### src/core/hfmas_pkg.sv
// Package for the frame monitor alert and status block
package hfmas_pkg;

   // ------------------------------------------------------------
   // Register map (byte addresses on the 32-bit bus)
   // ------------------------------------------------------------
   localparam logic [7:0] ALERT_FLAGS_OFS = 8'h80;
   localparam logic [7:0] EDGE_SEL_OFS = 8'h84;
   localparam logic [7:0] THRESH_OFS = 8'h88;
   localparam logic [15:0] ALERT_FLAGS_RST = 16'h0020;

   // ------------------------------------------------------------
   // Field positions inside modem_alert_flags
   // ------------------------------------------------------------
   localparam int PHASE_LSB = 13;
   localparam int FRAME_END_BIT = 12;
   localparam int HDR_LEN_BIT = 11;
   localparam int HDR_CMD_BIT = 10;
   localparam int FRAME_START_BIT = 9;
   localparam int CARRIER_BIT = 8;
   localparam int CARRIER_EDGE_BIT = 7;
   localparam int TX_DONE_BIT = 6;
   localparam int TX_LEVEL_BIT = 5;
   localparam int RX_LEVEL_BIT = 4;
   localparam int RX_OVERRUN_BIT = 3;
   localparam int STOP_FAULT_BIT = 2;
   localparam int PARITY_FAULT_BIT = 1;
   localparam int GAP_FAULT_BIT = 0;
   // Write-one-to-clear bits
   localparam logic [15:0] W1C_MASK = 16'h1ecf;

   // ------------------------------------------------------------
   // Reset values and frame constants
   // ------------------------------------------------------------
   localparam logic [4:0] TX_THRESH_RST = 5'h08;
   localparam logic [4:0] RX_THRESH_RST = 5'h01;
   localparam logic [1:0] EDGE_SEL_RST = 2'h0;
   localparam logic [7:0] PREAMBLE_BYTE = 8'hff;
   localparam logic [2:0] MIN_PREAMBLES = 3'h2;
   localparam logic [7:0] LONG_ADDR_MASK = 8'h80;
   localparam logic [7:0] EXP_CNT_MASK = 8'h60;
   localparam logic [2:0] SHORT_ADDR_LEN = 3'h1;
   localparam logic [2:0] LONG_ADDR_LEN = 3'h5;

   // Receive phase codes
   typedef enum logic [2:0] {
      st_preamble,
      st_address,
      st_expansion,
      st_command,
      st_length,
      st_payload,
      st_checksum
   } hfmas_phase_t;

   // Carrier edge choice
   typedef enum logic [1:0] {
      edge_rise,
      edge_fall,
      edge_any
   } hfmas_edge_t;

   // One received character from the UART receiver
   typedef struct packed {
      logic valid;
      logic [7:0] data;
      logic parity_err;
      logic stop_err;
      logic gap_err;
   } hfmas_rx_char_t;

   // Avalon-MM request
   typedef struct packed {
      logic read;
      logic write;
      logic [7:0] address;
      logic [31:0] writedata;
   } hfmas_av_req_t;

endpackage

### src/core/hfmas_alert_status.sv
// Frame monitor, alert flags and their Avalon-MM register port
`timescale 1ns/100ps
`default_nettype none

// Contract
// - Report receive phase as 3-bit code
// - Write one clears a sticky flag
// - Frame end flag after check byte
// - Gap or length-byte error suppresses frame end
// - Header-to-length flag after length byte
// - Gap or length-byte error withholds it
// - Header-to-command flag; only gap blocks
// - Frame start: two clean preambles, delimiter
// - Live carrier detect, read-only status
// - Carrier edge flag on selected edge
// - New edge selection applies next edge
// - Tx done: last bit, FIFO empty
// - Tx level flag: occupancy at/below threshold
// - Tx level reads one after reset
// - Rx level flag: threshold reached
// - Byte into full rx FIFO sets overrun
// - Framing error sets stop-bit fault
// - Parity mismatch sets parity fault
// - Character gap sets gap fault
// - Gap fault at frame end optional
module hfmas_alert_status (
   input wire logic core_clk,
   input wire logic srst,
   input wire hfmas_pkg::hfmas_av_req_t av_req,
   output logic av_waitrequest,
   output logic av_readdatavalid,
   output logic [31:0] av_readdata,
   output logic [1:0] av_response,
   input wire hfmas_pkg::hfmas_rx_char_t rx_char,
   input wire logic rx_fifo_full,
   input wire logic [4:0] rx_fifo_level,
   input wire logic [4:0] tx_fifo_level,
   input wire logic tx_last_bit_done,
   input wire logic carrier_detect,
   output logic [2:0] frame_monitor_phase,
   output logic [4:0] rx_threshold,
   output logic [4:0] transmit_threshold
);
   import hfmas_pkg::*;

   // ------------------------------------------------------------
   // State
   // ------------------------------------------------------------
   hfmas_phase_t phase_ff;
   logic [15:0] flags_ff;
   logic [1:0] edge_sel_ff;
   logic [4:0] tx_thresh_ff;
   logic [4:0] rx_thresh_ff;
   logic carrier_ff;
   logic [2:0] pre_cnt_ff;
   logic pre_clean_ff;
   logic [2:0] byte_cnt_ff;
   logic [1:0] exp_left_ff;
   logic [7:0] data_left_ff;
   logic gap_seen_ff;
   logic len_bad_ff;
   logic busy_ff;
   logic [31:0] rdata_ff;
   logic [1:0] resp_ff;

   // Bus decode and event strobes
   logic wr_hit;
   logic [15:0] clr_bits;
   logic [15:0] set_bits;
   logic ch_ok;
   logic carrier_rise;
   logic carrier_fall;
   logic edge_hit;
   logic end_frame;
   logic hdr_cmd_done;
   logic hdr_len_done;

   // Address lookup shared by read and write paths
   function automatic logic mapped(input logic [7:0] a);
      mapped = (a == ALERT_FLAGS_OFS) || (a == EDGE_SEL_OFS) || (a == THRESH_OFS);
   endfunction

   // Number of address bytes from the delimiter
   function automatic logic [2:0] addr_len(input logic [7:0] d);
      addr_len = ((d & LONG_ADDR_MASK) != 8'h00) ? LONG_ADDR_LEN : SHORT_ADDR_LEN;
   endfunction

   // ------------------------------------------------------------
   // Avalon-MM slave: one wait cycle, then answer
   // ------------------------------------------------------------
   assign wr_hit = av_req.write && busy_ff;
   assign clr_bits = (wr_hit && av_req.address == ALERT_FLAGS_OFS) ?
                     (av_req.writedata[15:0] & W1C_MASK) : 16'h0000;

   // Waitrequest drops for exactly one cycle per request
   always_ff @(posedge core_clk) begin
      if (srst) begin
         busy_ff <= 1'b0;
      end else begin
         busy_ff <= (av_req.read || av_req.write) && !busy_ff;
      end
   end

   // Read data and response captured in the wait cycle
   always_ff @(posedge core_clk) begin
      if (srst) begin
         rdata_ff <= 32'h0000_0000;
         resp_ff <= 2'h0;
      end else if ((av_req.read || av_req.write) && !busy_ff) begin
         resp_ff <= mapped(av_req.address) ? 2'h0 : 2'h2;
         if (!av_req.read) begin
            rdata_ff <= 32'h0000_0000;
         end else if (av_req.address == ALERT_FLAGS_OFS) begin
            rdata_ff <= {16'h0000, phase_ff, flags_ff[12:9], carrier_ff, flags_ff[7:0]};
         end else if (av_req.address == EDGE_SEL_OFS) begin
            rdata_ff <= {30'h0000_0000, edge_sel_ff};
         end else if (av_req.address == THRESH_OFS) begin
            rdata_ff <= {19'h0_0000, rx_thresh_ff, 3'h0, tx_thresh_ff};
         end else begin
            rdata_ff <= 32'h0000_0000;
         end
      end
   end

   assign av_waitrequest = !busy_ff;
   assign av_readdatavalid = busy_ff && av_req.read;
   assign av_readdata = rdata_ff;
   assign av_response = resp_ff;

   // Configuration registers
   always_ff @(posedge core_clk) begin
      if (srst) begin
         edge_sel_ff <= EDGE_SEL_RST;
         tx_thresh_ff <= TX_THRESH_RST;
         rx_thresh_ff <= RX_THRESH_RST;
      end else if (wr_hit && av_req.address == EDGE_SEL_OFS) begin
         edge_sel_ff <= av_req.writedata[1:0];
      end else if (wr_hit && av_req.address == THRESH_OFS) begin
         tx_thresh_ff <= av_req.writedata[4:0];
         rx_thresh_ff <= av_req.writedata[12:8];
      end
   end

   // ------------------------------------------------------------
   // Carrier detect edges
   // ------------------------------------------------------------
   always_ff @(posedge core_clk) begin
      if (srst) begin
         carrier_ff <= 1'b0;
      end else begin
         carrier_ff <= carrier_detect;
      end
   end

   assign carrier_rise = carrier_detect && !carrier_ff;
   assign carrier_fall = !carrier_detect && carrier_ff;
   // Selection is read live, so the next edge after a change counts
   assign edge_hit = (edge_sel_ff == edge_rise) ? carrier_rise :
                     (edge_sel_ff == edge_fall) ? carrier_fall :
                     (edge_sel_ff == edge_any) ? (carrier_rise || carrier_fall) : 1'b0;

   // ------------------------------------------------------------
   // Frame monitor
   // ------------------------------------------------------------
   assign ch_ok = !rx_char.parity_err && !rx_char.stop_err;
   assign end_frame = rx_char.valid && phase_ff == st_checksum;
   assign hdr_cmd_done = rx_char.valid && phase_ff == st_command && !rx_char.gap_err && !gap_seen_ff;
   assign hdr_len_done = rx_char.valid && phase_ff == st_length && !rx_char.gap_err && !gap_seen_ff && ch_ok;

   // Phase walk through one frame
   always_ff @(posedge core_clk) begin
      if (srst) begin
         phase_ff <= st_preamble;
         pre_cnt_ff <= 3'h0;
         pre_clean_ff <= 1'b1;
         byte_cnt_ff <= 3'h0;
         exp_left_ff <= 2'h0;
         data_left_ff <= 8'h00;
      end else if (rx_char.valid && rx_char.gap_err) begin
         phase_ff <= st_preamble;
         pre_cnt_ff <= (rx_char.data == PREAMBLE_BYTE && ch_ok) ? 3'h1 : 3'h0;
         pre_clean_ff <= 1'b1;
      end else if (rx_char.valid) begin
         unique case (phase_ff)
            st_preamble: begin
               if (rx_char.data == PREAMBLE_BYTE) begin
                  pre_clean_ff <= pre_clean_ff && ch_ok && !rx_char.gap_err;
                  if (pre_cnt_ff != 3'h7) begin
                     pre_cnt_ff <= pre_cnt_ff + 3'h1;
                  end
               end else if (pre_cnt_ff >= MIN_PREAMBLES) begin
                  phase_ff <= st_address;
                  byte_cnt_ff <= addr_len(rx_char.data);
                  exp_left_ff <= 2'((rx_char.data & EXP_CNT_MASK) >> 5);
                  pre_cnt_ff <= 3'h0;
               end else begin
                  pre_cnt_ff <= 3'h0;
                  pre_clean_ff <= 1'b1;
               end
            end
            st_address: begin
               byte_cnt_ff <= byte_cnt_ff - 3'h1;
               if (byte_cnt_ff == 3'h1) begin
                  phase_ff <= (exp_left_ff != 2'h0) ? st_expansion : st_command;
               end
            end
            st_expansion: begin
               exp_left_ff <= exp_left_ff - 2'h1;
               if (exp_left_ff == 2'h1) begin
                  phase_ff <= st_command;
               end
            end
            st_command: begin
               phase_ff <= st_length;
            end
            st_length: begin
               data_left_ff <= rx_char.data;
               phase_ff <= (rx_char.data == 8'h00) ? st_checksum : st_payload;
            end
            st_payload: begin
               data_left_ff <= data_left_ff - 8'h01;
               if (data_left_ff == 8'h01) begin
                  phase_ff <= st_checksum;
               end
            end
            st_checksum: begin
               phase_ff <= st_preamble;
               pre_cnt_ff <= 3'h0;
               pre_clean_ff <= 1'b1;
            end
            default: begin
               phase_ff <= st_preamble;
            end
         endcase
      end
   end

   // Per-frame error memory for the header and end flags
   always_ff @(posedge core_clk) begin
      if (srst) begin
         gap_seen_ff <= 1'b0;
         len_bad_ff <= 1'b0;
      end else if (rx_char.valid && phase_ff == st_preamble) begin
         gap_seen_ff <= 1'b0;
         len_bad_ff <= 1'b0;
      end else if (rx_char.valid) begin
         gap_seen_ff <= gap_seen_ff || rx_char.gap_err;
         if (phase_ff == st_length) begin
            len_bad_ff <= !ch_ok;
         end
      end
   end

   // ------------------------------------------------------------
   // Sticky flags: set beats clear
   // ------------------------------------------------------------
   always_comb begin
      set_bits = 16'h0000;
      set_bits[FRAME_END_BIT] = end_frame && !gap_seen_ff && !rx_char.gap_err && !len_bad_ff;
      set_bits[HDR_LEN_BIT] = hdr_len_done;
      set_bits[HDR_CMD_BIT] = hdr_cmd_done;
      set_bits[FRAME_START_BIT] = rx_char.valid && phase_ff == st_preamble &&
                                  rx_char.data != PREAMBLE_BYTE && pre_cnt_ff >= MIN_PREAMBLES &&
                                  pre_clean_ff && ch_ok && !rx_char.gap_err;
      set_bits[CARRIER_EDGE_BIT] = edge_hit;
      set_bits[TX_DONE_BIT] = tx_last_bit_done && tx_fifo_level == 5'h00;
      set_bits[RX_OVERRUN_BIT] = rx_char.valid && rx_fifo_full;
      set_bits[STOP_FAULT_BIT] = rx_char.valid && rx_char.stop_err;
      set_bits[PARITY_FAULT_BIT] = rx_char.valid && rx_char.parity_err;
      set_bits[GAP_FAULT_BIT] = rx_char.valid && rx_char.gap_err;
   end

   // W1C bits hold until cleared; level bits follow their source
   always_ff @(posedge core_clk) begin
      if (srst) begin
         flags_ff <= ALERT_FLAGS_RST;
      end else begin
         flags_ff <= ((flags_ff & ~clr_bits) | set_bits) & W1C_MASK;
         flags_ff[TX_LEVEL_BIT] <= tx_fifo_level <= tx_thresh_ff;
         flags_ff[RX_LEVEL_BIT] <= rx_fifo_level >= rx_thresh_ff;
      end
   end

   // ------------------------------------------------------------
   // Outputs
   // ------------------------------------------------------------
   assign frame_monitor_phase = phase_ff;
   assign rx_threshold = rx_thresh_ff;
   assign transmit_threshold = tx_thresh_ff;

endmodule

`default_nettype wire

### config.mk
export PLATFORM = sky130hd
export DESIGN_NAME = hfmas_alert_status
export DESIGN_NICKNAME = d
export VERILOG_FILES = /design/src/core/hfmas_pkg.sv /design/src/core/hfmas_alert_status.sv
export SDC_FILE = /design/constraint.sdc
export NUM_CORES = 1
export LEC_CHECK = 0
export BUFFER_PORTS_ARGS = -buffer_cell sky130_fd_sc_hd__buf_4
export CORE_UTILIZATION = 36
export CTS_CLUSTER_DIAMETER = 200
export DETAILED_ROUTE_END_ITERATION = 8
export PLACE_DENSITY_LB_ADDON = 0.12
export SLEW_MARGIN = 20
export SYNTH_ARGS = -nofsm -noshare
export SYNTH_HDL_FRONTEND = slang
export SYNTH_SLANG_ARGS = --single-unit
export TNS_END_PERCENT = 30
### constraint.sdc
create_clock -name core_clk -period 2.05 [get_ports core_clk]
set_input_delay 0.3075 -clock core_clk [delete_from_list [all_inputs] [get_ports core_clk]]
set_output_delay 0.3075 -clock core_clk [all_outputs]
set_load 0.02 [all_outputs]
# --- Yosys cells after proc, flatten, opt, wreduce, memory -nomap -nowiden ---
# Index checks and enable logic that the tools add are counted.
# Widths: inputs -> output; s select.
word_totals:
  ff_bits: 82
  input_bits: 69
classes:
  add_sub_neg: 4
  n_lt_le_gt_ge: 3
  eq_ne: 24
  muxes: 34
  bitwise: 5
  n_reduce_logical: 69
ops:
  columns: ["cell", "n"]
  rows:
  - ["$mux 13", 3]
  - ["$mux 3", 12]
  - ["$logic_and 1x1->1", 34]
  - ["$eq 8x8->1 const B", 4]
  - ["$mux 16", 2]
  - ["$pmux 3 s6", 1]
  - ["$pmux 8 s2", 1]
  - ["$and 13x13->13", 1]
  - ["$not 13->13", 1]
  - ["$or 13x13->13", 1]
  - ["$pmux 3 s2", 2]
  - ["$reduce_bool 2->1", 6]
  - ["$reduce_and 5->1", 2]
  - ["$eq 3x3->1 const B", 3]
  - ["$logic_not 1->1", 9]
  - ["$reduce_and 3->1", 3]
  - ["$eq 8x1->1 const B", 1]
  - ["$logic_not 8->1", 1]
  - ["$mux 2", 4]
  - ["$ne 2x2->1 const B", 4]
  - ["$ne 8x8->1 const B", 1]
  - ["$sub 8x1->8 const B", 1]
  - ["$mux 1", 7]
  - ["$eq 3x1->1 const B", 2]
  - ["23 further kinds", 33]

# --- Logic depth before layout (Yosys ltp) ---
# Gate-level depths: netlist of the first run.
logic_depth:
  word_depth: 8
  ltp_mapped: 7
  mapped_depth_nobuf: 7

# --- Least setup slack after synthesis of the first run ---
# Ideal clock, no wire load.
synth_timing:
  kind: "flip-flop to flip-flop"
  from: "reg phase_ff[2] (netlist: frame_monitor_phase[2])"
  to: "reg phase_ff[0] (netlist: frame_monitor_phase[0])"
  setup_time_ns: 0.087
  arrival_ns: 1.540
  required_ns: 1.963
  path_slack_ns: 0.423
  path_stages_with_launch: 8
  n_path_buf: 2
  synth_period_minus_slack_ns: 1.627
  path_cell_list: "dfxtp_1 > buf_2 > or3b_1 > buf_2 > o21ai_1 > a211oi_1 > nand4_1 > o31ai_1"
synth_via:
  elab_chain_cells: 3
  elab_cells_between_ends: 13
synth_lines:
  columns: ["element", "line_no", "source"]
  rows:
  - ["from (decl)", "hfmas_alert_status.sv:49", "hfmas_phase_t phase_ff;"]
  - ["from (signal assigned)", "hfmas_alert_status.sv:173", "phase_ff <= st_preamble;"]
  - ["from (signal assigned)", "hfmas_alert_status.sv:180", "phase_ff <= st_preamble;"]
  - ["from (signal assigned)", "hfmas_alert_status.sv:192", "phase_ff <= st_address;"]
  - ["$eq 3x3->1, or another cell as far along", "hfmas_alert_status.sv:184", "unique case (phase_ff)"]
  - ["$ne 2x2->1 (no source line) or $ne 2x1->1 (tied branches)", null, null]
  - ["$reduce_and 6->1 (no source line)", null, null]
# Several ways; a longest one is shown, not always the timed one.
# A chain may end at the register's enable or synchronous reset.

# --- Final worst setup path of the first run ---
layout_timing:
  from: "reg pre_cnt_ff[0]"
  to: "reg byte_cnt_ff[2]"
layout_via:
  elab_chain_cells: 3
layout_lines:
  columns: ["element", "line_no", "source"]
  rows:
  - ["from (decl)", "hfmas_alert_status.sv:55", "logic [2:0] pre_cnt_ff;"]
  - ["from (signal assigned)", "hfmas_alert_status.sv:181", "pre_cnt_ff <= (rx_char.data == PREAMBLE_BYTE && ch_ok) ? 3'h1 : 3'h0;"]
  - ["from (signal assigned)", "hfmas_alert_status.sv:189", "pre_cnt_ff <= pre_cnt_ff + 3'h1;"]
  - ["$ge 3x2->1", "hfmas_alert_status.sv:191", "end else if (pre_cnt_ff >= MIN_PREAMBLES) begin"]
  - ["$ne 2x1->1 (no source line)", null, null]
  - ["$reduce_and 5->1 (no source line)", null, null]
  - ["to (signal assigned)", "hfmas_alert_status.sv:193", "byte_cnt_ff <= addr_len(rx_char.data);"]
  - ["to (signal assigned)", "hfmas_alert_status.sv:202", "byte_cnt_ff <= byte_cnt_ff - 3'h1;"]
  - ["to (decl)", "hfmas_alert_status.sv:57", "logic [2:0] byte_cnt_ff;"]
# Every way passes these cells.

==> impl_metrics.env, run 1 <==
export IMPL_status="finished, final reports clean"
export IMPL_clk_pin_slew_worst_paths_ps=80
export IMPL_dieArea_um2=10330
export IMPL_synth_edff_count=0
export IMPL_rsz0062_at_grt="no"
export IMPL_portBuffers=80
export IMPL_worst_path_largest_cell_delay_ps=620
export IMPL_tns_ps=0
export IMPL_io_pins=118
export IMPL_clock_sinks=65
export IMPL_route_detailed_drc=0
export IMPL_worstMarginPinSlew_ps=735.3
export IMPL_gp_congestion=0.8448
export IMPL_cts_resized_gates=0
export IMPL_syn_area_per_cell_um2=8.572
export IMPL_yosysSeqAreaShare=0.3640
export IMPL_yosys_area_top_type_share=0.3640
export IMPL_antennaDiodeCount=0
export IMPL_drt_pass1_iterations=5
export IMPL_syn_to_final_growth_pct=27.41
export IMPL_grt_usage=0.1939
export IMPL_cts_made_buffers=9
export IMPL_grt_pass1_wl_um=15450
export IMPL_maxCapViolations=0
export IMPL_fp_dieH_um=101.6
export IMPL_critPathKind="register to register"
export IMPL_period_minus_slack_ps=1830
export IMPL_synth_common_cells="65 x dfxtp_1, 45 x nor2_1, 35 x inv_1"
export IMPL_wirelength_um=9555
export IMPL_fin_skew_ps=10.16
export IMPL_slew_limit_headroom=0.5098
export IMPL_nets=597
export IMPL_cts_tree="done"
export IMPL_drive_gt1_frac=0.2578
export IMPL_clock_latency_ps=340
export IMPL_fin_area_um2=4554
export IMPL_syn_cell_area_um2=3575
export IMPL_dr_first_iter_drc_count=150
export IMPL_dieWidth_um=101.6
export IMPL_hold_path_class="input pin to register"
export IMPL_synth_seq_cells=65
export IMPL_synthDistinctLibCells=64
export IMPL_setup_violations=0
export IMPL_crit_arrival_ps=2060
export IMPL_synth_main_ff_cell="dfxtp_1"
export IMPL_ys_warn_count=0
export IMPL_initial_core_util=0.3691
export IMPL_routed_via_density=5.078
export IMPL_path_cells="inv_1 -> ha_1 -> o32ai_2 -> a2111oi_4 -> a221oi_1"
export IMPL_async_reset_ff_frac=0
export IMPL_root_buffer="clkbuf_8"
export IMPL_core_region_area_um2=9684
export IMPL_cts_max_level=3
export IMPL_fin_crit_sh=0.8925
export IMPL_critPathLaunchType="register"
export IMPL_synth_most_common_cell="dfxtp_1"
export IMPL_ant_nets=0
export IMPL_grt_max_degree=23
export IMPL_netlist_instances=417
export IMPL_vdd_drop_max_mv=0.3724
export IMPL_ctsLongestPathBuffers=2
export IMPL_grt_pass1_vias=3075
export IMPL_rows=36
export IMPL_vias=3275
export IMPL_critPathSlowestCell="o32ai_2"
export IMPL_required_ps=2280
export IMPL_antenna_found_initial=0
export IMPL_ctsHoldBuffers=0
export IMPL_final_max_slew_viol_count=0
export IMPL_endpoint_kind="register"
export IMPL_cp_max_fo=6
export IMPL_dp_hpwl_um=7144
export IMPL_overflow=0
export IMPL_postPlaceCellArea_um2=4327
export IMPL_fmax_mhz=546.6
export IMPL_p_leak_nw=1.880
export IMPL_cts_setup_buffers=0
export IMPL_p_per_area_nw_per_um2=615.5
export IMPL_yosysTopAreaCell="dfxtp_1"
export IMPL_whs_ps=180.5
export IMPL_synth_area_leaders="dfxtp_1 36%, ha_1 7.4%, nor2_1 4.7%"
export IMPL_hold_violations=0
export IMPL_post_drt_wl_per_cell_um=14.81
-- per-layer routing --
| metal | vias up | part of all wire | GRT usage |
|---|---|---|---|
| li1 | 1642 | - | - |
| met1 | 1520 | 0.46 | 0.2495 |
| met2 | 109 | 0.47 | 0.3326 |
| met3 | 4 | 0.063 | 0.04210 |
| met4 | 0 | 0.0040 | 0.04013 |
| met5 | - | 0 | 0 |
-- logic make-up (layout without fill, tap and decap cells) --
kind of cell               count (synthesis)  count (layout)  synth area share
other                                      1              17          0.001049
muxes                                     14              14           0.03955
xor gates and xnor gates                   2               2          0.004901
AOI/OAI and AO/OA                        108             108            0.2174
and+or+nand+nor                          133             133            0.1985
buffers and inverters                     73             152            0.1012
adders and majority gates                 21              21           0.07350
DFF                                       65              65            0.3640
-- through the flow --
stage	util	setup WS [ps]	total power [mW]	std cells
detailed placement	0.4468	218.1	1.585	629
global route	0.4703	82.73	2.936	645
finish	0.4703	220.5	2.803	645
global placement	0.4468	286.5	1.583	629
CTS	0.4703	197.9	2.852	645
floorplan	-	423.5	1.470	433
-- area by class of cell --
type | count | area [um^2]
fillers | 985 | 5130
multi-input cells | 295 | 1972
flip-flops and latches | 65 | 1301
repair buffers | 97 | 740.7
well taps | 133 | 166.4
inverters | 39 | 146.4
clock buffers | 10 | 137.6
clock inverters | 6 | 90.09
-- final timing paths --
| path | from | end | slack, ps | cells after the start |
|---|---|---|---|---|
| worst min register to register | av_readdata[1] | av_readdata[1] | 460 | 2 |
| worst max-delay path | pre_cnt_ff[0] | byte_cnt_ff[2] | 220 | 5 |
| worst min-delay path | av_req[8] | rx_threshold[0] | 180 | 2 |
| worst max register to register | pre_cnt_ff[0] | byte_cnt_ff[2] | 220 | 5 |
-- report_power, final --
group / switching (mW) / leakage, nW / internal [mW]
registers: 0.00917 / 0.526 / 1.28
logic: 0.155 / 1.24 / 0.113
clock network: 0.527 / 0.113 / 0.722
-- critical path: cells and delay by family, from the launching register on --
kind | cells | cell delay (ps)
buffers and inverters | 1 | 70
adder cells (fa/ha/maj) | 1 | 210
flip-flops | 1 | 340
AO/OA/AOI/OAI | 3 | 1120
-- flip-flops by register name (all words and copies together) (netlist names) --
name,cells
busy_ff,1
pre_clean_ff,1
flags_ff,12
exp_left_ff,2
pre_cnt_ff,3
edge_sel_ff,2
av_response,1
frame_monitor_phase,3
av_readdata,16
transmit_threshold,5
len_bad_ff,1
byte_cnt_ff,3
rx_threshold,5
gap_seen_ff,1
data_left_ff,8
carrier_ff,1
-- cells in the final DEF, fill, tap and decap left out, types with 4 or more instances in the layout --
master,count
a211oi_1,8
nand4_1,6
buf_4,96
a31oi_1,4
conb_1,17
nor4_1,4
a22oi_1,8
a21oi_1,23
a222oi_1,8
nand3_1,4
nand2b_1,7
inv_1,35
clkbuf_8,10
nor2_1,45
nor3_1,11
o21ai_0,9
o21ai_1,18
mux2i_1,13
ha_1,21
nand2_1,22
nor2b_1,5
dfxtp_1,65
inv_2,4
No activity file was read; power rests on OpenSTA's default activity.
==> run 2: changes to the inputs <==
--- a/config.mk
+++ b/config.mk
@@ -6,9 +6,11 @@
 export NUM_CORES = 1
 export LEC_CHECK = 0
 export BUFFER_PORTS_ARGS = -buffer_cell sky130_fd_sc_hd__buf_4
+export CORE_MARGIN = 5
 export CORE_UTILIZATION = 36
 export CTS_CLUSTER_DIAMETER = 200
 export DETAILED_ROUTE_END_ITERATION = 8
+export MAX_ROUTING_LAYER = met4
 export PLACE_DENSITY_LB_ADDON = 0.12
 export SLEW_MARGIN = 20
 export SYNTH_ARGS = -nofsm -noshare
==> run 2 against run 1 <==
- utilization is 0.38 points lower
- sequential cell count is the same
- worst setup slack improved by 66 ps
- die area increased by 16%
- combinational power hardly changed
- global-route usage fell by 2.1 points
- largest power group unchanged
- critical endpoint unchanged
- register-to-register slack improved by 70 ps
==> impl_metrics.env, run 2 (synthesis results as in run 1) <==
export IMPL_status="finished, final reports clean"
export IMPL_critical_path_buf_inv_count=1
export IMPL_clock_latency_ps=340
export IMPL_route_detailed_drc=0
export IMPL_cp_max_fo=6
export IMPL_path_cells="ha_1 -> o32ai_2 -> buf_4 -> a2111oi_4 -> o21ai_1 -> a221oi_1"
export IMPL_initial_core_util=0.3674
export IMPL_ctsHoldBuffers=0
export IMPL_seqCellArea_um2=1303
export IMPL_pwr_share_clk=0.418
export IMPL_worstMarginPinSlew_ps=500.0
export IMPL_hold_path_class="input pin to register"
export IMPL_tns_ps=0
export IMPL_net_switching_power_uw=706.8
export IMPL_rows=36
export IMPL_comb_power_share=0.100
export IMPL_required_ps=2290
export IMPL_period_minus_slack_ps=1764
export IMPL_dp_hpwl_um=7322
export IMPL_antennaDiodeCount=0
export IMPL_overflow=0
export IMPL_drive_gt1_frac=0.2612
export IMPL_worst_path_largest_cell_delay_ps=460
export IMPL_syn_to_final_growth_pct=26.95
export IMPL_io_pins=118
export IMPL_endpoint_kind="register"
export IMPL_critPathLaunchType="register"
export IMPL_rsz0062_at_grt="no"
export IMPL_mostFrequentLayoutCells="97 x buf_4, 64 x dfxtp_1, 45 x nor2_1"
export IMPL_critPathSlowestCell="a2111oi_4"
export IMPL_slew_limit_headroom=0.6636
export IMPL_pwr_share_seq=0.482
export IMPL_grt_pass1_wl_um=15900
export IMPL_p_total_mw=2.670
export IMPL_antenna_found_initial=0
export IMPL_p_per_area_nw_per_um2=588.3
export IMPL_gp_congestion=0.8562
export IMPL_ant_nets=0
export IMPL_vdd_drop_max_mv=0.3057
export IMPL_clock_sinks=65
export IMPL_grt_pass1_vias=3226
export IMPL_swShare=0.2647
export IMPL_final_core_util=0.4664
export IMPL_clk_pin_slew_worst_paths_ps=80
export IMPL_critPathKind="register to register"
export IMPL_layout_commonest_cell="buf_4"
export IMPL_dieArea_um2=12020
export IMPL_fp_dieH_um=109.6
export IMPL_num_fill_cells=997
export IMPL_setup_violations=0
export IMPL_core_region_area_um2=9729
export IMPL_fin_skew_ps=14.86
export IMPL_cts_made_buffers=9
export IMPL_portBuffers=80
export IMPL_wirelength_um=9745
export IMPL_root_buffer="clkbuf_8"
export IMPL_maxCapViolations=0
export IMPL_p_leak_nw=1.873
export IMPL_fmax_mhz=567.1
export IMPL_ctsLongestPathBuffers=2
export IMPL_vias=3267
export IMPL_crit_arrival_ps=2010
export IMPL_hold_violations=0
export IMPL_drt_pass1_iterations=6
export IMPL_dieWidth_um=109.6
export IMPL_cts_tree="done"
export IMPL_dr_first_iter_drc_count=156
export IMPL_cts_max_level=3
export IMPL_multi_input_area_um2=1972
export IMPL_grt_usage=0.1728
export IMPL_routed_via_density=5.057
export IMPL_crit_family="compound AO/OA/AOI/OAI gates"
export IMPL_post_drt_wl_per_cell_um=15.09
export IMPL_final_max_slew_viol_count=0
export IMPL_largest_register_ffs=16
export IMPL_fin_crit_sh=0.8602
export IMPL_internal_power_mw=1.963
export IMPL_nets=598
export IMPL_grt_max_degree=35
## run 2: final timing paths
| check | slack, ps | startpoint | depth (start not counted) | endpoint |
|---|---|---|---|---|
| worst max-delay path | 290 | pre_cnt_ff[1] | 6 | byte_cnt_ff[2] |
| worst min-delay path | 170 | av_req[8] | 2 | rx_threshold[0] |
| worst max register to register | 290 | pre_cnt_ff[1] | 6 | byte_cnt_ff[2] |
| worst min register to register | 460 | av_readdata[1] | 2 | av_readdata[1] |
## run 2: through the flow
step                setup slack (ps)  hold WS [ps]  instances  instance area (um^2)
floorplan                      423.5         422.9        433                  3635
global placement               228.1         452.1        630                  4334
detailed placement             191.7         455.7        630                  4334
CTS                            208.0         155.0        646                  4537
global route                   76.21         162.0        646                  4538
finish                         286.5         174.2        646                  4538
## run 2: final cells by class
class                   count  area share
clock buffers               9     0.02730
clock inverters             7     0.01737
inverters                  39     0.03226
multi-input cells         295      0.4345
flip-flops and latches     65      0.2870
well taps                 133     0.03667
repair buffers             98      0.1649
## run 2: metal layers
layer | share of wire | vias up | GRT usage
met3 | 0.067 | 8 | 0.04345
met1 | 0.45 | 1515 | 0.2208
met4 | 0.010 | 0 | 0.03918
met2 | 0.47 | 94 | 0.2764
met5 | 0 | - | -
li1 | - | 1650 | -
## run 2: repair_timing
action                                 CTS  global route
gates resized for setup                  0             1
endpoints found under the hold margin    0             0
buffers inserted                         0             0
setup endpoints to repair                0             1
## run 2: worst reg2reg max path: stages, from the launching register on
cell and delay, ps:
dfxtp_1 400, ha_1 190, o32ai_2 70, buf_4 180, a2111oi_4 460, o21ai_1 120, a221oi_1 260
## run 2: power groups by stage
stage | combinational, mW | sequential (mW) | clock [mW]
final | 0.267 | 1.29 | 1.12
after global routing | 0.300 | 1.29 | 1.20
after CTS | 0.269 | 1.29 | 1.15
after detailed placement | 0.268 | 1.32 | 0
after global placement | 0.265 | 1.32 | 0
after floorplan | 0.155 | 1.32 | 0
